File: config.mk
export PLATFORM = sky130hd
export DESIGN_NAME = drive_power_velocity
export DESIGN_NICKNAME = d
export VERILOG_FILES = /design/src/core/drive_pkg.sv /design/src/core/drive_power_velocity.sv
export SDC_FILE = /design/constraint.sdc
export NUM_CORES = 1
export LEC_CHECK = 0
export BUFFER_PORTS_ARGS = -buffer_cell sky130_fd_sc_hd__buf_2
export CORE_MARGIN = 5
export CORE_UTILIZATION = 45
export CTS_CLUSTER_DIAMETER = 120
export DETAILED_ROUTE_END_ITERATION = 8
export PLACE_DENSITY = 0.7
export SLEW_MARGIN = 30
export SYNTH_ARGS = -nofsm -noshare
export SYNTH_HDL_FRONTEND = slang
export SYNTH_SLANG_ARGS = --single-unit
File: constraint.sdc
create_clock -name clk_sys -period 18.3 [get_ports clk_sys]
set_input_delay 1.83 -clock clk_sys [delete_from_list [all_inputs] [get_ports clk_sys]]
set_output_delay 1.83 -clock clk_sys [all_outputs]
set_load 0.01 [all_outputs]
File: src/core/drive_pkg.sv
// shared constants, types and object map for the drive power state and velocity logic
package drive_pkg;

  // -------------------------------------------------------------
  // object dictionary indices and sub-indices
  // -------------------------------------------------------------
  localparam logic [15:0] IDX_COMMAND = 16'h6040;
  localparam logic [15:0] IDX_REPORT = 16'h6041;
  localparam logic [15:0] IDX_SETPOINT = 16'h6042;
  localparam logic [15:0] IDX_DEMAND = 16'h6043;
  localparam logic [15:0] IDX_MEASURED = 16'h6044;
  localparam logic [15:0] IDX_BOUNDS = 16'h6046;
  localparam logic [15:0] IDX_ACCEL = 16'h6048;
  localparam logic [15:0] IDX_DECEL = 16'h6049;
  localparam logic [7:0] SUB_VALUE = 8'h00;
  localparam logic [7:0] SUB_FIRST = 8'h01;
  localparam logic [7:0] SUB_SECOND = 8'h02;
  localparam logic [31:0] SUB_HIGHEST = 32'h00000002;

  // -------------------------------------------------------------
  // command word field positions
  // -------------------------------------------------------------
  localparam int CMD_SWITCH_ON = 0;
  localparam int CMD_POWER_STAGE = 1;
  localparam int CMD_RAPID_STOP_N = 2;
  localparam int CMD_RUN = 3;
  localparam int CMD_RAMP_ENABLE = 4;
  localparam int CMD_RAMP_UNLOCK = 5;
  localparam int CMD_RAMP_REFERENCE = 6;
  localparam int CMD_ERROR_CLEAR = 7;
  localparam int CMD_HALT = 8;
  localparam int CMD_MODE_HIGH = 9;

  // -------------------------------------------------------------
  // status word field positions
  // -------------------------------------------------------------
  localparam int ST_FAULT = 3;
  localparam int ST_SUPPLY = 4;
  localparam int ST_WARNING = 7;
  localparam int ST_SYNC = 8;
  localparam int ST_EXTERNAL = 9;
  localparam int ST_GOAL = 10;
  localparam int ST_LIMIT = 11;
  localparam int ST_LOOP = 15;

  // -------------------------------------------------------------
  // reset values
  // -------------------------------------------------------------
  localparam logic [15:0] COMMAND_RESET = 16'h0000;
  localparam logic [15:0] REPORT_RESET = 16'h0000;
  localparam logic [15:0] SETPOINT_RESET = 16'h00C8;
  localparam logic [15:0] SPEED_RESET = 16'h0000;
  localparam logic [31:0] FLOOR_RESET = 32'h00000000;
  localparam logic [31:0] CEILING_RESET = 32'h00007530;
  localparam logic [31:0] SPEED_STEP_RESET = 32'h000001F4;
  localparam logic [15:0] TIME_STEP_RESET = 16'h0001;

  // -------------------------------------------------------------
  // timing: one ramp time unit is one millisecond
  // -------------------------------------------------------------
  localparam int CLK_PERIOD_NS = 50;
  localparam int TIME_UNIT_NS = 1000000;
  localparam int TIME_UNIT_CYCLES = TIME_UNIT_NS / CLK_PERIOD_NS;

  // -------------------------------------------------------------
  // types
  // -------------------------------------------------------------
  typedef enum logic [2:0] {
    PS_NOT_READY = 3'b000,
    PS_LOCKOUT = 3'b001,
    PS_STANDBY = 3'b011,
    PS_SWITCHED_ON = 3'b010,
    PS_RUNNING = 3'b110,
    PS_RAPID_STOP = 3'b111,
    PS_FAULT_REACT = 3'b101,
    PS_FAULT = 3'b100
  } power_state_e;

  typedef struct packed {
    logic valid;
    logic write;
    logic [15:0] index;
    logic [7:0] sub;
    logic [31:0] wdata;
  } od_req_s;

  typedef struct packed {
    logic ack;
    logic abort;
    logic [31:0] rdata;
  } od_rsp_s;

  typedef struct packed {
    logic [31:0] speed_step;
    logic [15:0] time_step;
  } ramp_s;

endpackage

File: src/core/drive_power_velocity.sv
// power state machine, status word and velocity-mode ramp of the motor drive

// Notes on behaviour
// - command bit 0 set requests the move into switched on.
// - command bit 1 set requests power stage supply enable.
// - command bit 2 low forces rapid stop from running.
// - command bit 3 set requests the move into running.
// - command bit 7 clears a fault only once the fault cause has gone.
// - command bit 8 set halts motion in velocity mode.
// - command bits 4 to 6 take velocity-mode meanings; bit 9 only appears on mode_specific_bits.
// - status word is read-only, sixteen bits, resets to zero, tracks state.
// - status bits 6,5,3,2,1,0 encode the eight power states.
// - status bit 0 is one while standing ready to switch on.
// - status bit 2 is one while running.
// - status bit 6 is one while locked out.
// - status bit 8 shows fieldbus synchronisation.
// - status bit 9 reads one from the first clock edge after reset.
// - status bit 15 is one only running with closed loop active.
// - target speed is signed sixteen-bit read/write, resets to 0x00C8.
// - measured speed is read-only signed sixteen-bit, resets to zero.
// - target below floor uses floor and sets status bit 11.
// - target above ceiling uses ceiling and sets status bit 11.
// - acceleration is speed step per time step, resets 0x1F4 and 0x1.
// - deceleration has its own speed step and time step pair.
// - command word is sixteen-bit read/write, resets to zero.
module drive_power_velocity #(
  parameter int TICK_CYCLES = drive_pkg::TIME_UNIT_CYCLES
) (
  input wire logic clk_sys,
  input wire logic rst,
  input wire drive_pkg::od_req_s od_req,
  output drive_pkg::od_rsp_s od_rsp,
  input wire logic fault_in,
  input wire logic warning_in,
  input wire logic sync_in,
  input wire logic closed_loop_in,
  input wire logic [15:0] speed_meas_in,
  output logic [15:0] speed_demand,
  output logic power_stage_enable,
  output logic [3:0] mode_specific_bits
);

  // -------------------------------------------------------------
  // registers
  // -------------------------------------------------------------
  logic [15:0] command_reg;
  logic [15:0] report_reg;
  logic [15:0] setpoint_reg;
  logic [15:0] demand_reg;
  logic [15:0] measured_reg;
  logic [31:0] floor_reg;
  logic [31:0] ceiling_reg;
  drive_pkg::ramp_s accel_reg;
  drive_pkg::ramp_s decel_reg;
  drive_pkg::power_state_e state_reg;
  drive_pkg::power_state_e state_next;
  drive_pkg::od_rsp_s rsp_reg;
  logic clear_seen_reg;
  logic [3:0] sync1_reg;
  logic [3:0] sync2_reg;
  logic [3:0] sync3_reg;
  logic [3:0] clean_reg;
  logic [15:0] tick_cnt_reg;
  logic [15:0] unit_cnt_reg;

  // cleaned pin levels
  logic fault_ok;
  logic warn_ok;
  logic sync_ok;
  logic loop_ok;
  assign fault_ok = clean_reg[0];
  assign warn_ok = clean_reg[1];
  assign sync_ok = clean_reg[2];
  assign loop_ok = clean_reg[3];

  // -------------------------------------------------------------
  // pin input conditioning
  // -------------------------------------------------------------
  // three stages; a level counts only once stages two and three agree
  always_ff @(posedge clk_sys or posedge rst)
  begin
    if (rst)
    begin
      sync1_reg <= 4'h0;
      sync2_reg <= 4'h0;
      sync3_reg <= 4'h0;
      clean_reg <= 4'h0;
    end
    else
    begin
      sync1_reg <= {closed_loop_in, sync_in, warning_in, fault_in};
      sync2_reg <= sync1_reg;
      sync3_reg <= sync2_reg;
      clean_reg <= (sync3_reg & ~(sync2_reg ^ sync3_reg)) | (clean_reg & (sync2_reg ^ sync3_reg));
    end
  end

  // -------------------------------------------------------------
  // object access decode
  // -------------------------------------------------------------
  logic wr_hit;
  logic rd_hit;
  logic [31:0] rd_data;
  logic wr_cmd;
  logic wr_set;
  logic wr_floor;
  logic wr_ceil;
  logic wr_acc_s;
  logic wr_acc_t;
  logic wr_dec_s;
  logic wr_dec_t;

  // index first, then sub-index; anything else aborts
  always_comb
  begin
    wr_cmd = 1'b0;
    wr_set = 1'b0;
    wr_floor = 1'b0;
    wr_ceil = 1'b0;
    wr_acc_s = 1'b0;
    wr_acc_t = 1'b0;
    wr_dec_s = 1'b0;
    wr_dec_t = 1'b0;
    rd_hit = 1'b1;
    wr_hit = 1'b1;
    rd_data = 32'h00000000;
    if (od_req.index == drive_pkg::IDX_COMMAND && od_req.sub == drive_pkg::SUB_VALUE)
    begin
      rd_data = {16'h0000, command_reg};
      wr_cmd = 1'b1;
    end
    else if (od_req.index == drive_pkg::IDX_REPORT && od_req.sub == drive_pkg::SUB_VALUE)
    begin
      rd_data = {16'h0000, report_reg};
      wr_hit = 1'b0; // read only
    end
    else if (od_req.index == drive_pkg::IDX_SETPOINT && od_req.sub == drive_pkg::SUB_VALUE)
    begin
      rd_data = {{16{setpoint_reg[15]}}, setpoint_reg};
      wr_set = 1'b1;
    end
    else if (od_req.index == drive_pkg::IDX_DEMAND && od_req.sub == drive_pkg::SUB_VALUE)
    begin
      rd_data = {{16{demand_reg[15]}}, demand_reg};
      wr_hit = 1'b0;
    end
    else if (od_req.index == drive_pkg::IDX_MEASURED && od_req.sub == drive_pkg::SUB_VALUE)
    begin
      rd_data = {{16{measured_reg[15]}}, measured_reg};
      wr_hit = 1'b0;
    end
    else if ((od_req.index == drive_pkg::IDX_BOUNDS || od_req.index == drive_pkg::IDX_ACCEL
              || od_req.index == drive_pkg::IDX_DECEL) && od_req.sub == drive_pkg::SUB_VALUE)
    begin
      rd_data = drive_pkg::SUB_HIGHEST;
      wr_hit = 1'b0;
    end
    else if (od_req.index == drive_pkg::IDX_BOUNDS && od_req.sub == drive_pkg::SUB_FIRST)
    begin
      rd_data = floor_reg;
      wr_floor = 1'b1;
    end
    else if (od_req.index == drive_pkg::IDX_BOUNDS && od_req.sub == drive_pkg::SUB_SECOND)
    begin
      rd_data = ceiling_reg;
      wr_ceil = 1'b1;
    end
    else if (od_req.index == drive_pkg::IDX_ACCEL && od_req.sub == drive_pkg::SUB_FIRST)
    begin
      rd_data = accel_reg.speed_step;
      wr_acc_s = 1'b1;
    end
    else if (od_req.index == drive_pkg::IDX_ACCEL && od_req.sub == drive_pkg::SUB_SECOND)
    begin
      rd_data = {16'h0000, accel_reg.time_step};
      wr_acc_t = 1'b1;
    end
    else if (od_req.index == drive_pkg::IDX_DECEL && od_req.sub == drive_pkg::SUB_FIRST)
    begin
      rd_data = decel_reg.speed_step;
      wr_dec_s = 1'b1;
    end
    else if (od_req.index == drive_pkg::IDX_DECEL && od_req.sub == drive_pkg::SUB_SECOND)
    begin
      rd_data = {16'h0000, decel_reg.time_step};
      wr_dec_t = 1'b1;
    end
    else
    begin
      rd_hit = 1'b0;
      wr_hit = 1'b0;
    end
  end

  logic do_wr;
  assign do_wr = od_req.valid && od_req.write && wr_hit;

  // writable objects; narrow objects take the low bits of the write data
  always_ff @(posedge clk_sys or posedge rst)
  begin
    if (rst)
    begin
      command_reg <= drive_pkg::COMMAND_RESET;
      setpoint_reg <= drive_pkg::SETPOINT_RESET;
      floor_reg <= drive_pkg::FLOOR_RESET;
      ceiling_reg <= drive_pkg::CEILING_RESET;
      accel_reg <= '{drive_pkg::SPEED_STEP_RESET, drive_pkg::TIME_STEP_RESET};
      decel_reg <= '{drive_pkg::SPEED_STEP_RESET, drive_pkg::TIME_STEP_RESET};
    end
    else if (do_wr)
    begin
      if (wr_cmd) command_reg <= od_req.wdata[15:0];
      if (wr_set) setpoint_reg <= od_req.wdata[15:0];
      if (wr_floor) floor_reg <= od_req.wdata;
      if (wr_ceil) ceiling_reg <= od_req.wdata;
      if (wr_acc_s) accel_reg.speed_step <= od_req.wdata;
      if (wr_acc_t) accel_reg.time_step <= od_req.wdata[15:0];
      if (wr_dec_s) decel_reg.speed_step <= od_req.wdata;
      if (wr_dec_t) decel_reg.time_step <= od_req.wdata[15:0];
    end
  end

  // answer one cycle after the request; read-only or unknown write aborts
  always_ff @(posedge clk_sys or posedge rst)
  begin
    if (rst)
      rsp_reg <= '0;
    else
    begin
      rsp_reg.ack <= od_req.valid;
      rsp_reg.abort <= od_req.valid && (od_req.write ? !wr_hit : !rd_hit);
      rsp_reg.rdata <= (od_req.valid && !od_req.write && rd_hit) ? rd_data : 32'h00000000;
    end
  end
  assign od_rsp = rsp_reg;

  // -------------------------------------------------------------
  // power state machine
  // -------------------------------------------------------------
  logic c_on;
  logic c_volt;
  logic c_qs_n;
  logic c_run;
  logic clear_rise;
  assign c_on = command_reg[drive_pkg::CMD_SWITCH_ON];
  assign c_volt = command_reg[drive_pkg::CMD_POWER_STAGE];
  assign c_qs_n = command_reg[drive_pkg::CMD_RAPID_STOP_N];
  assign c_run = command_reg[drive_pkg::CMD_RUN];
  assign clear_rise = command_reg[drive_pkg::CMD_ERROR_CLEAR] && !clear_seen_reg;

  // error clear acts on its rising edge so a held bit does not loop a fault
  always_ff @(posedge clk_sys or posedge rst)
  begin
    if (rst)
      clear_seen_reg <= 1'b0;
    else
      clear_seen_reg <= command_reg[drive_pkg::CMD_ERROR_CLEAR];
  end

  logic demand_zero;
  assign demand_zero = (demand_reg == 16'h0000);

  // a pending fault outranks every command
  always_comb
  begin
    state_next = state_reg;
    case (state_reg)
      drive_pkg::PS_NOT_READY: state_next = drive_pkg::PS_LOCKOUT;
      drive_pkg::PS_LOCKOUT:
        if (c_volt && c_qs_n && !c_on) state_next = drive_pkg::PS_STANDBY;
      drive_pkg::PS_STANDBY:
        if (!c_volt || !c_qs_n) state_next = drive_pkg::PS_LOCKOUT;
        else if (c_on) state_next = drive_pkg::PS_SWITCHED_ON;
      drive_pkg::PS_SWITCHED_ON:
        if (!c_volt || !c_qs_n) state_next = drive_pkg::PS_LOCKOUT;
        else if (!c_on) state_next = drive_pkg::PS_STANDBY;
        else if (c_run) state_next = drive_pkg::PS_RUNNING;
      drive_pkg::PS_RUNNING:
        if (!c_volt) state_next = drive_pkg::PS_LOCKOUT;
        else if (!c_qs_n) state_next = drive_pkg::PS_RAPID_STOP;
        else if (!c_on) state_next = drive_pkg::PS_STANDBY;
        else if (!c_run) state_next = drive_pkg::PS_SWITCHED_ON;
      drive_pkg::PS_RAPID_STOP:
        if (!c_volt) state_next = drive_pkg::PS_LOCKOUT;
        else if (c_qs_n && c_on && c_run) state_next = drive_pkg::PS_RUNNING;
      drive_pkg::PS_FAULT_REACT:
        if (demand_zero) state_next = drive_pkg::PS_FAULT;
      drive_pkg::PS_FAULT:
        if (clear_rise && !fault_ok) state_next = drive_pkg::PS_LOCKOUT;
      default: state_next = drive_pkg::PS_NOT_READY;
    endcase
    if (fault_ok && state_reg != drive_pkg::PS_FAULT && state_reg != drive_pkg::PS_FAULT_REACT)
      state_next = drive_pkg::PS_FAULT_REACT;
  end

  always_ff @(posedge clk_sys or posedge rst)
  begin
    if (rst)
      state_reg <= drive_pkg::PS_NOT_READY;
    else
      state_reg <= state_next;
  end

  // -------------------------------------------------------------
  // target clamp
  // -------------------------------------------------------------
  logic [15:0] tgt_mag;
  logic [31:0] tgt_mag_w;
  logic below_floor;
  logic above_ceil;
  logic [15:0] clamp_mag;
  logic [15:0] clamped;
  assign tgt_mag = setpoint_reg[15] ? 16'(-setpoint_reg) : setpoint_reg;
  assign tgt_mag_w = {16'h0000, tgt_mag};
  assign below_floor = tgt_mag_w < floor_reg;
  assign above_ceil = tgt_mag_w > ceiling_reg;

  // bounds above the signed range saturate at a speed magnitude of 0x7FFF, sign kept from the target
  always_comb
  begin
    clamp_mag = tgt_mag;
    if (below_floor)
      clamp_mag = (floor_reg > 32'h00007FFF) ? 16'h7FFF : floor_reg[15:0];
    else if (above_ceil)
      clamp_mag = (ceiling_reg > 32'h00007FFF) ? 16'h7FFF : ceiling_reg[15:0];
  end
  assign clamped = setpoint_reg[15] ? 16'(-clamp_mag) : clamp_mag;

  // -------------------------------------------------------------
  // velocity ramp
  // -------------------------------------------------------------
  logic running;
  logic ramp_go;
  logic ramp_hold;
  logic [15:0] goal;
  logic rising;
  drive_pkg::ramp_s pair;
  logic [15:0] unit_len;
  logic tick;
  logic step_now;
  assign running = (state_reg == drive_pkg::PS_RUNNING);

  // velocity-mode bits: enable or reference low zeroes the goal, unlock low freezes the demand while running
  assign ramp_go = command_reg[drive_pkg::CMD_RAMP_ENABLE]
                   && command_reg[drive_pkg::CMD_RAMP_REFERENCE];
  assign ramp_hold = running && !command_reg[drive_pkg::CMD_RAMP_UNLOCK];
  assign goal = (running && ramp_go && !command_reg[drive_pkg::CMD_HALT]) ? clamped
                : 16'h0000;

  // magnitude grows only when goal lies beyond demand on the same side
  assign rising = demand_zero ? (goal != 16'h0000)
                  : ((goal[15] == demand_reg[15]) && ($signed(goal) > $signed(demand_reg))
                     == !demand_reg[15]);
  assign pair = rising ? accel_reg : decel_reg;
  assign unit_len = (pair.time_step == 16'h0000) ? 16'h0001 : pair.time_step;
  assign tick = (tick_cnt_reg == 16'(TICK_CYCLES - 1));
  assign step_now = tick && (unit_cnt_reg + 16'h0001 >= unit_len);

  // free-running time unit divider plus count of elapsed units
  always_ff @(posedge clk_sys or posedge rst)
  begin
    if (rst)
    begin
      tick_cnt_reg <= 16'h0000;
      unit_cnt_reg <= 16'h0000;
    end
    else
    begin
      tick_cnt_reg <= tick ? 16'h0000 : tick_cnt_reg + 16'h0001;
      if (step_now) unit_cnt_reg <= 16'h0000;
      else if (tick) unit_cnt_reg <= unit_cnt_reg + 16'h0001;
    end
  end

  logic [16:0] diff;
  logic [16:0] gap;
  logic [15:0] demand_next;
  assign diff = {goal[15], goal} - {demand_reg[15], demand_reg};
  assign gap = diff[16] ? 17'(-diff) : diff;

  // move one speed step toward the goal, never overshooting it
  always_comb
  begin
    demand_next = demand_reg;
    if ({15'h0000, gap} <= pair.speed_step)
      demand_next = goal;
    else if (diff[16])
      demand_next = 16'(demand_reg - pair.speed_step[15:0]);
    else
      demand_next = 16'(demand_reg + pair.speed_step[15:0]);
  end

  always_ff @(posedge clk_sys or posedge rst)
  begin
    if (rst)
      demand_reg <= drive_pkg::SPEED_RESET;
    else if (step_now && !ramp_hold)
      demand_reg <= demand_next;
  end

  // measured speed comes from logic on this clock, so no synchroniser
  always_ff @(posedge clk_sys or posedge rst)
  begin
    if (rst)
      measured_reg <= drive_pkg::SPEED_RESET;
    else
      measured_reg <= speed_meas_in;
  end

  // -------------------------------------------------------------
  // status word
  // -------------------------------------------------------------
  logic [6:0] state_bits;

  // bits 6..0 per state; bit 4 shows supply applied to the stage
  always_comb
  begin
    case (state_reg)
      drive_pkg::PS_LOCKOUT: state_bits = 7'b1000000;
      drive_pkg::PS_STANDBY: state_bits = 7'b0100001;
      drive_pkg::PS_SWITCHED_ON: state_bits = 7'b0110011;
      drive_pkg::PS_RUNNING: state_bits = 7'b0110111;
      drive_pkg::PS_RAPID_STOP: state_bits = 7'b0010111;
      drive_pkg::PS_FAULT_REACT: state_bits = 7'b0011111;
      drive_pkg::PS_FAULT: state_bits = 7'b0001000;
      default: state_bits = 7'b0000000;
    endcase
  end

  // rebuilt every cycle so it tracks the state one edge behind
  always_ff @(posedge clk_sys or posedge rst)
  begin
    if (rst)
      report_reg <= drive_pkg::REPORT_RESET;
    else
    begin
      report_reg <= 16'h0000;
      report_reg[6:0] <= state_bits;
      report_reg[drive_pkg::ST_WARNING] <= warn_ok;
      report_reg[drive_pkg::ST_SYNC] <= sync_ok;
      report_reg[drive_pkg::ST_EXTERNAL] <= 1'b1;
      report_reg[drive_pkg::ST_GOAL] <= running && (demand_reg == goal);
      report_reg[drive_pkg::ST_LIMIT] <= below_floor || above_ceil;
      report_reg[drive_pkg::ST_LOOP] <= running && loop_ok;
    end
  end

  assign speed_demand = demand_reg;
  assign power_stage_enable = report_reg[drive_pkg::ST_SUPPLY];
  assign mode_specific_bits = {command_reg[drive_pkg::CMD_MODE_HIGH], command_reg[6:4]};
endmodule

==> metrics.txt <==
# TYPE chip_impl_metric gauge
chip_impl_metric{name="floorplan.initialDensity",unit="%"} 45.52
chip_impl_metric{name="cts.reportedPaths.clkPinSlew",unit="ps"} 60
chip_impl_metric{name="count_of_endpoints_failing_hold_in_the_final_timing_report",unit=""} 0
chip_impl_metric{name="critical_path_peak_fanout",unit=""} 45
chip_impl_metric{name="setup_ws",unit="ps"} 5223
chip_impl_metric{name="syn_avg_cell_area",unit="um^2"} 10.16
chip_impl_metric{name="synth_cell_type_count",unit=""} 94
chip_impl_metric{name="grt_antenna_before_repair",unit=""} 4
chip_impl_metric{name="p_leak",unit="nW"} 10.12
chip_impl_metric{name="dp_worst_setup_slack",unit="ps"} 5514
chip_impl_info{name="slowest_stage",value="sky130_fd_sc_hd__nor4_1"} 1
chip_impl_metric{name="power.density",unit="mW/mm^2"} 69.06
chip_impl_metric{name="gr-usage-all-layers",unit="%"} 27.15
chip_impl_info{name="rr_endpoint",value="speed_demand[15]$_DFFE_PP0P_"} 1
chip_impl_metric{name="cts_sinks",unit=""} 322
chip_impl_metric{name="synth_edf_count",unit=""} 0
chip_impl_metric{name="critPathMaxStageDelay",unit="ps"} 660
chip_impl_info{name="worst_path_most_repeated_cell",value="sky130_fd_sc_hd__ha_1"} 1
chip_impl_metric{name="via_count",unit=""} 16520
chip_impl_metric{name="dp_wirelength",unit="um"} 49840
chip_impl_metric{name="cts-htree-levels",unit=""} 2
chip_impl_metric{name="postPlaceCellArea",unit="mm^2"} 0.02090
chip_impl_metric{name="total_nets_after_synthesis",unit=""} 2120
chip_impl_metric{name="design.die.area",unit="mm^2"} 0.04795
chip_impl_info{name="setup.worst_path.class",value="flop to flop"} 1
chip_impl_metric{name="drt_iter0_drc",unit=""} 1701
chip_impl_metric{name="max_freq",unit="GHz"} 0.07647
chip_impl_metric{name="floorplan.die.height",unit="um"} 219.0
chip_impl_metric{name="hold_path_depth",unit=""} 0
chip_impl_metric{name="final-max-slew-violation-count",unit=""} 0
chip_impl_info{name="tritoncts",value="done"} 1
chip_impl_metric{name="number_of_storage_elements_in_the_synthesis_netlist",unit=""} 322
chip_impl_info{name="reg2reg_from",value="setpoint_reg[9]$_DFFE_PP0P_"} 1
chip_impl_metric{name="synth_area",unit="mm^2"} 0.01965
chip_impl_metric{name="globalplace.congestion",unit=""} 1.036
chip_impl_info{name="status",value="finished with violations"} 1
chip_impl_metric{name="postRouteWirelength",unit="um"} 65870
chip_impl_metric{name="routed_vias_inst",unit=""} 6.223
chip_impl_metric{name="via_count_of_the_first_global_routing_pass",unit=""} 16540
chip_impl_metric{name="grt_overflow_total",unit=""} 0
chip_impl_info{name="failed_checks",value="design-rule violations"} 1
chip_impl_metric{name="drtAntennaViolNets",unit=""} 0
chip_impl_metric{name="cts_buffers",unit=""} 35
chip_impl_metric{name="asyncSetResetFlopFracSynth",unit="%"} 100.0
chip_impl_info{name="worst_hold_path_type",value="flop to flop"} 1
chip_impl_metric{name="drt_pre_antenna_iters",unit=""} 9
chip_impl_metric{name="io_buffer_count",unit=""} 134
chip_impl_info{name="setup.worst_path.end_class",value="flop"} 1
chip_impl_info{name="timing.critical_path.from_type",value="flop"} 1
chip_impl_metric{name="std_cell_rows",unit=""} 76
chip_impl_metric{name="route.detailed.wl_per_inst",unit="um"} 24.81
chip_impl_metric{name="worst_slew_pin_slew",unit="ps"} 935.8
chip_impl_metric{name="clock_latency_on_the_worst_skew_pair",unit="ps"} 560
chip_impl_info{name="cts_root_buf",value="sky130_fd_sc_hd__clkbuf_16"} 1
chip_impl_info{name="synth_top_family_by_area",value="compound AO/OA/AOI/OAI gates"} 1
chip_impl_metric{name="synth_warnings",unit=""} 0
chip_impl_metric{name="fraction_of_the_yosys_area_taken_by_sequential_cells",unit="%"} 41.16
chip_impl_metric{name="endpoints_failing_setup",unit=""} 0
chip_impl_metric{name="worst-endpoint-arrival",unit="ps"} 13550
chip_impl_info{name="final_cell_mix",value="297 x sky130_fd_sc_hd__dfrtp_1, 191 x sky130_fd_sc_hd__mux2_2, 134 x sky130_fd_sc_hd__nand2_1, 134 x sky130_fd_sc_hd__buf_2, 121 x sky130_fd_sc_hd__a21oi_1"} 1
chip_impl_metric{name="drv.max_cap_violation_count",unit=""} 0
chip_impl_metric{name="max_slew_margin",unit="%"} 37.62
chip_impl_metric{name="fin_skew",unit="ps"} 22.73
chip_impl_metric{name="cts_post_setup_buffers_inserted",unit=""} 0
chip_impl_info{name="worstHoldStart",value="sync1_reg[1]$_DFF_PP0_"} 1
chip_impl_metric{name="ctsResizeCount",unit=""} 0
chip_impl_metric{name="synth.area.mux_share",unit="%"} 13.88
chip_impl_metric{name="drive_gt1_share",unit="%"} 23.05
chip_impl_metric{name="netlist_instances",unit=""} 1935
chip_impl_metric{name="synth_simple_gate_area_share",unit="%"} 13.46
chip_impl_info{name="worstHoldEndpoint",value="sync2_reg[1]$_DFF_PP0_"} 1
chip_impl_metric{name="drc",unit=""} 10
chip_impl_metric{name="ioPinCount",unit=""} 135
chip_impl_info{name="mostFrequentLayoutCell",value="sky130_fd_sc_hd__dfrtp_1"} 1
chip_impl_metric{name="totalNegativeSetupSlack",unit="ps"} 0
chip_impl_metric{name="finalWorstPathRequiredPeriod",unit="ps"} 13080
chip_impl_metric{name="hold_buffers",unit=""} 0
chip_impl_metric{name="reg2reg_setup_slack",unit="ps"} 5220
chip_impl_metric{name="layout_worst_path_cycle_share",unit="%"} 71.46
chip_impl_metric{name="design.core.area",unit="mm^2"} 0.04317
chip_impl_metric{name="synthXorXnorAreaFrac",unit="%"} 4.814
chip_impl_info{name="synthFlopType",value="sky130_fd_sc_hd__dfrtp_1"} 1
chip_impl_metric{name="power.total",unit="mW"} 1.523
chip_impl_metric{name="complex_gate_fraction_of_the_synthesized_area",unit="%"} 16.19
chip_impl_metric{name="first_pass_grt_wire_length",unit="um"} 100100
chip_impl_metric{name="worst_ir_drop_vdd",unit="V"} 0.00006575
chip_impl_metric{name="die_width",unit="um"} 219.0
chip_impl_metric{name="yosys.area_share.adder",unit="%"} 6.966
chip_impl_metric{name="post_route_cell_area",unit="mm^2"} 0.02206
chip_impl_info{name="grt_setup_unrepaired",value="no"} 1
chip_impl_metric{name="grt_start_max_net_pins",unit=""} 110
chip_impl_metric{name="cp.required",unit="ps"} 18770
chip_impl_metric{name="ff_to_ff_path_depth",unit=""} 46
chip_impl_metric{name="syn2layout_area_growth",unit="%"} 12.24
chip_impl_metric{name="final_nets",unit=""} 2229
chip_impl_metric{name="ctsLongestPathBuffers",unit=""} 3
## where the power goes
part / leakage (nW) / switching [mW] / internal [mW] / total [mW]
clock: 0.548 / 0.304 / 0.407 / 0.711
combinational: 5.31 / 0.0488 / 0.0215 / 0.0703
sequential: 4.27 / 0.0162 / 0.725 / 0.742
total: 10.1 / 0.369 / 1.15 / 1.52
## routing by layer
metal | wire, um | global-route usage [%]
met5 | 34 | 0
met4 | 3658 | 13.10
met3 | 5446 | 6.691
met2 | 29910 | 42.45
met1 | 26810 | 35.45
## final cells by class
class / instances / area (um^2)
Antenna cell: 1 / 2.502
Clock inverter: 17 / 190.2
Fill cell: 3967 / 21120
Timing Repair Buffer: 160 / 884.6
Inverter: 84 / 322.8
Clock buffer: 45 / 933.4
Multi-Input combinational cell: 1441 / 10900
Sequential cell: 322 / 8089
Tap cell: 585 / 732.0
## how the worst max path moves through the flow
stage                                startpoint                            to  slack (ps)  cells past startpoint
floorplan                                   rst                     async pin        7600                      1
global placement    setpoint_reg[9]$_DFFE_PP0P_  speed_demand[15]$_DFFE_PP0P_        5670                     46
detailed placement  setpoint_reg[9]$_DFFE_PP0P_  speed_demand[15]$_DFFE_PP0P_        5510                     46
CTS                 setpoint_reg[9]$_DFFE_PP0P_  speed_demand[15]$_DFFE_PP0P_        5410                     46
global route        setpoint_reg[9]$_DFFE_PP0P_  speed_demand[15]$_DFFE_PP0P_        4100                     46
finish              setpoint_reg[9]$_DFFE_PP0P_  speed_demand[15]$_DFFE_PP0P_        5220                     46
## synthesized netlist by cell type (12+ instances only)
master	instances	area, um^2
sky130_fd_sc_hd__ha_1	103	1289
sky130_fd_sc_hd__dfrtp_1	298	7457
sky130_fd_sc_hd__a22oi_1	19	142.6
sky130_fd_sc_hd__nor2b_1	14	87.58
sky130_fd_sc_hd__buf_1	12	45.04
sky130_fd_sc_hd__nand2b_1	16	100.1
sky130_fd_sc_hd__and2_1	13	81.33
sky130_fd_sc_hd__nand3_1	41	205.2
sky130_fd_sc_hd__a21oi_1	121	605.6
sky130_fd_sc_hd__a222oi_1	12	120.1
sky130_fd_sc_hd__clkbuf_1	62	232.7
sky130_fd_sc_hd__nand2_1	134	503.0
sky130_fd_sc_hd__o221ai_1	29	254.0
sky130_fd_sc_hd__a21o_1	21	157.7
sky130_fd_sc_hd__dfstp_2	24	630.6
sky130_fd_sc_hd__a221o_1	12	120.1
sky130_fd_sc_hd__mux2_2	191	2151
sky130_fd_sc_hd__xor2_1	33	289.0
sky130_fd_sc_hd__nand4_1	27	168.9
sky130_fd_sc_hd__inv_1	83	311.6
sky130_fd_sc_hd__nor3_1	31	155.2
sky130_fd_sc_hd__o22ai_1	14	87.58
sky130_fd_sc_hd__or3_1	21	131.4
sky130_fd_sc_hd__and3_1	20	125.1
sky130_fd_sc_hd__nor2_1	113	424.2
sky130_fd_sc_hd__o21ai_0	101	505.5
sky130_fd_sc_hd__xnor2_1	75	656.9
sky130_fd_sc_hd__nor4_1	38	237.7
sky130_fd_sc_hd__mux2i_1	55	550.5
## worst max-delay path, delay by kind of cell (launching register included)
family	cells	cell delay, ps
AOI/OAI and AO/OA	22	5470
xor gates and xnor gates	3	470
adders and majority gates	5	1550
buffers and inverters	2	610
DFF	1	440
muxes	1	440
and+or+nand+nor	13	3930
## cell families after synthesis
group           after synthesis
buf+inv                     172
mux                         248
xor+xnor                    108
simple gates                514
flops                       322
compound gates              461
fa+ha+maj                   109
other cells                   1
## through the flow
stage	cells	hold WS (ps)	utilization, %
detailed placement	2590	335.5	48.40
CTS	2652	348.9	51.00
floorplan	1935	331.2	-
global route	2654	363.9	51.08
finish	2655	347.9	51.09
global placement	2590	334.8	48.39
Power figures use the tool's default switching activity.
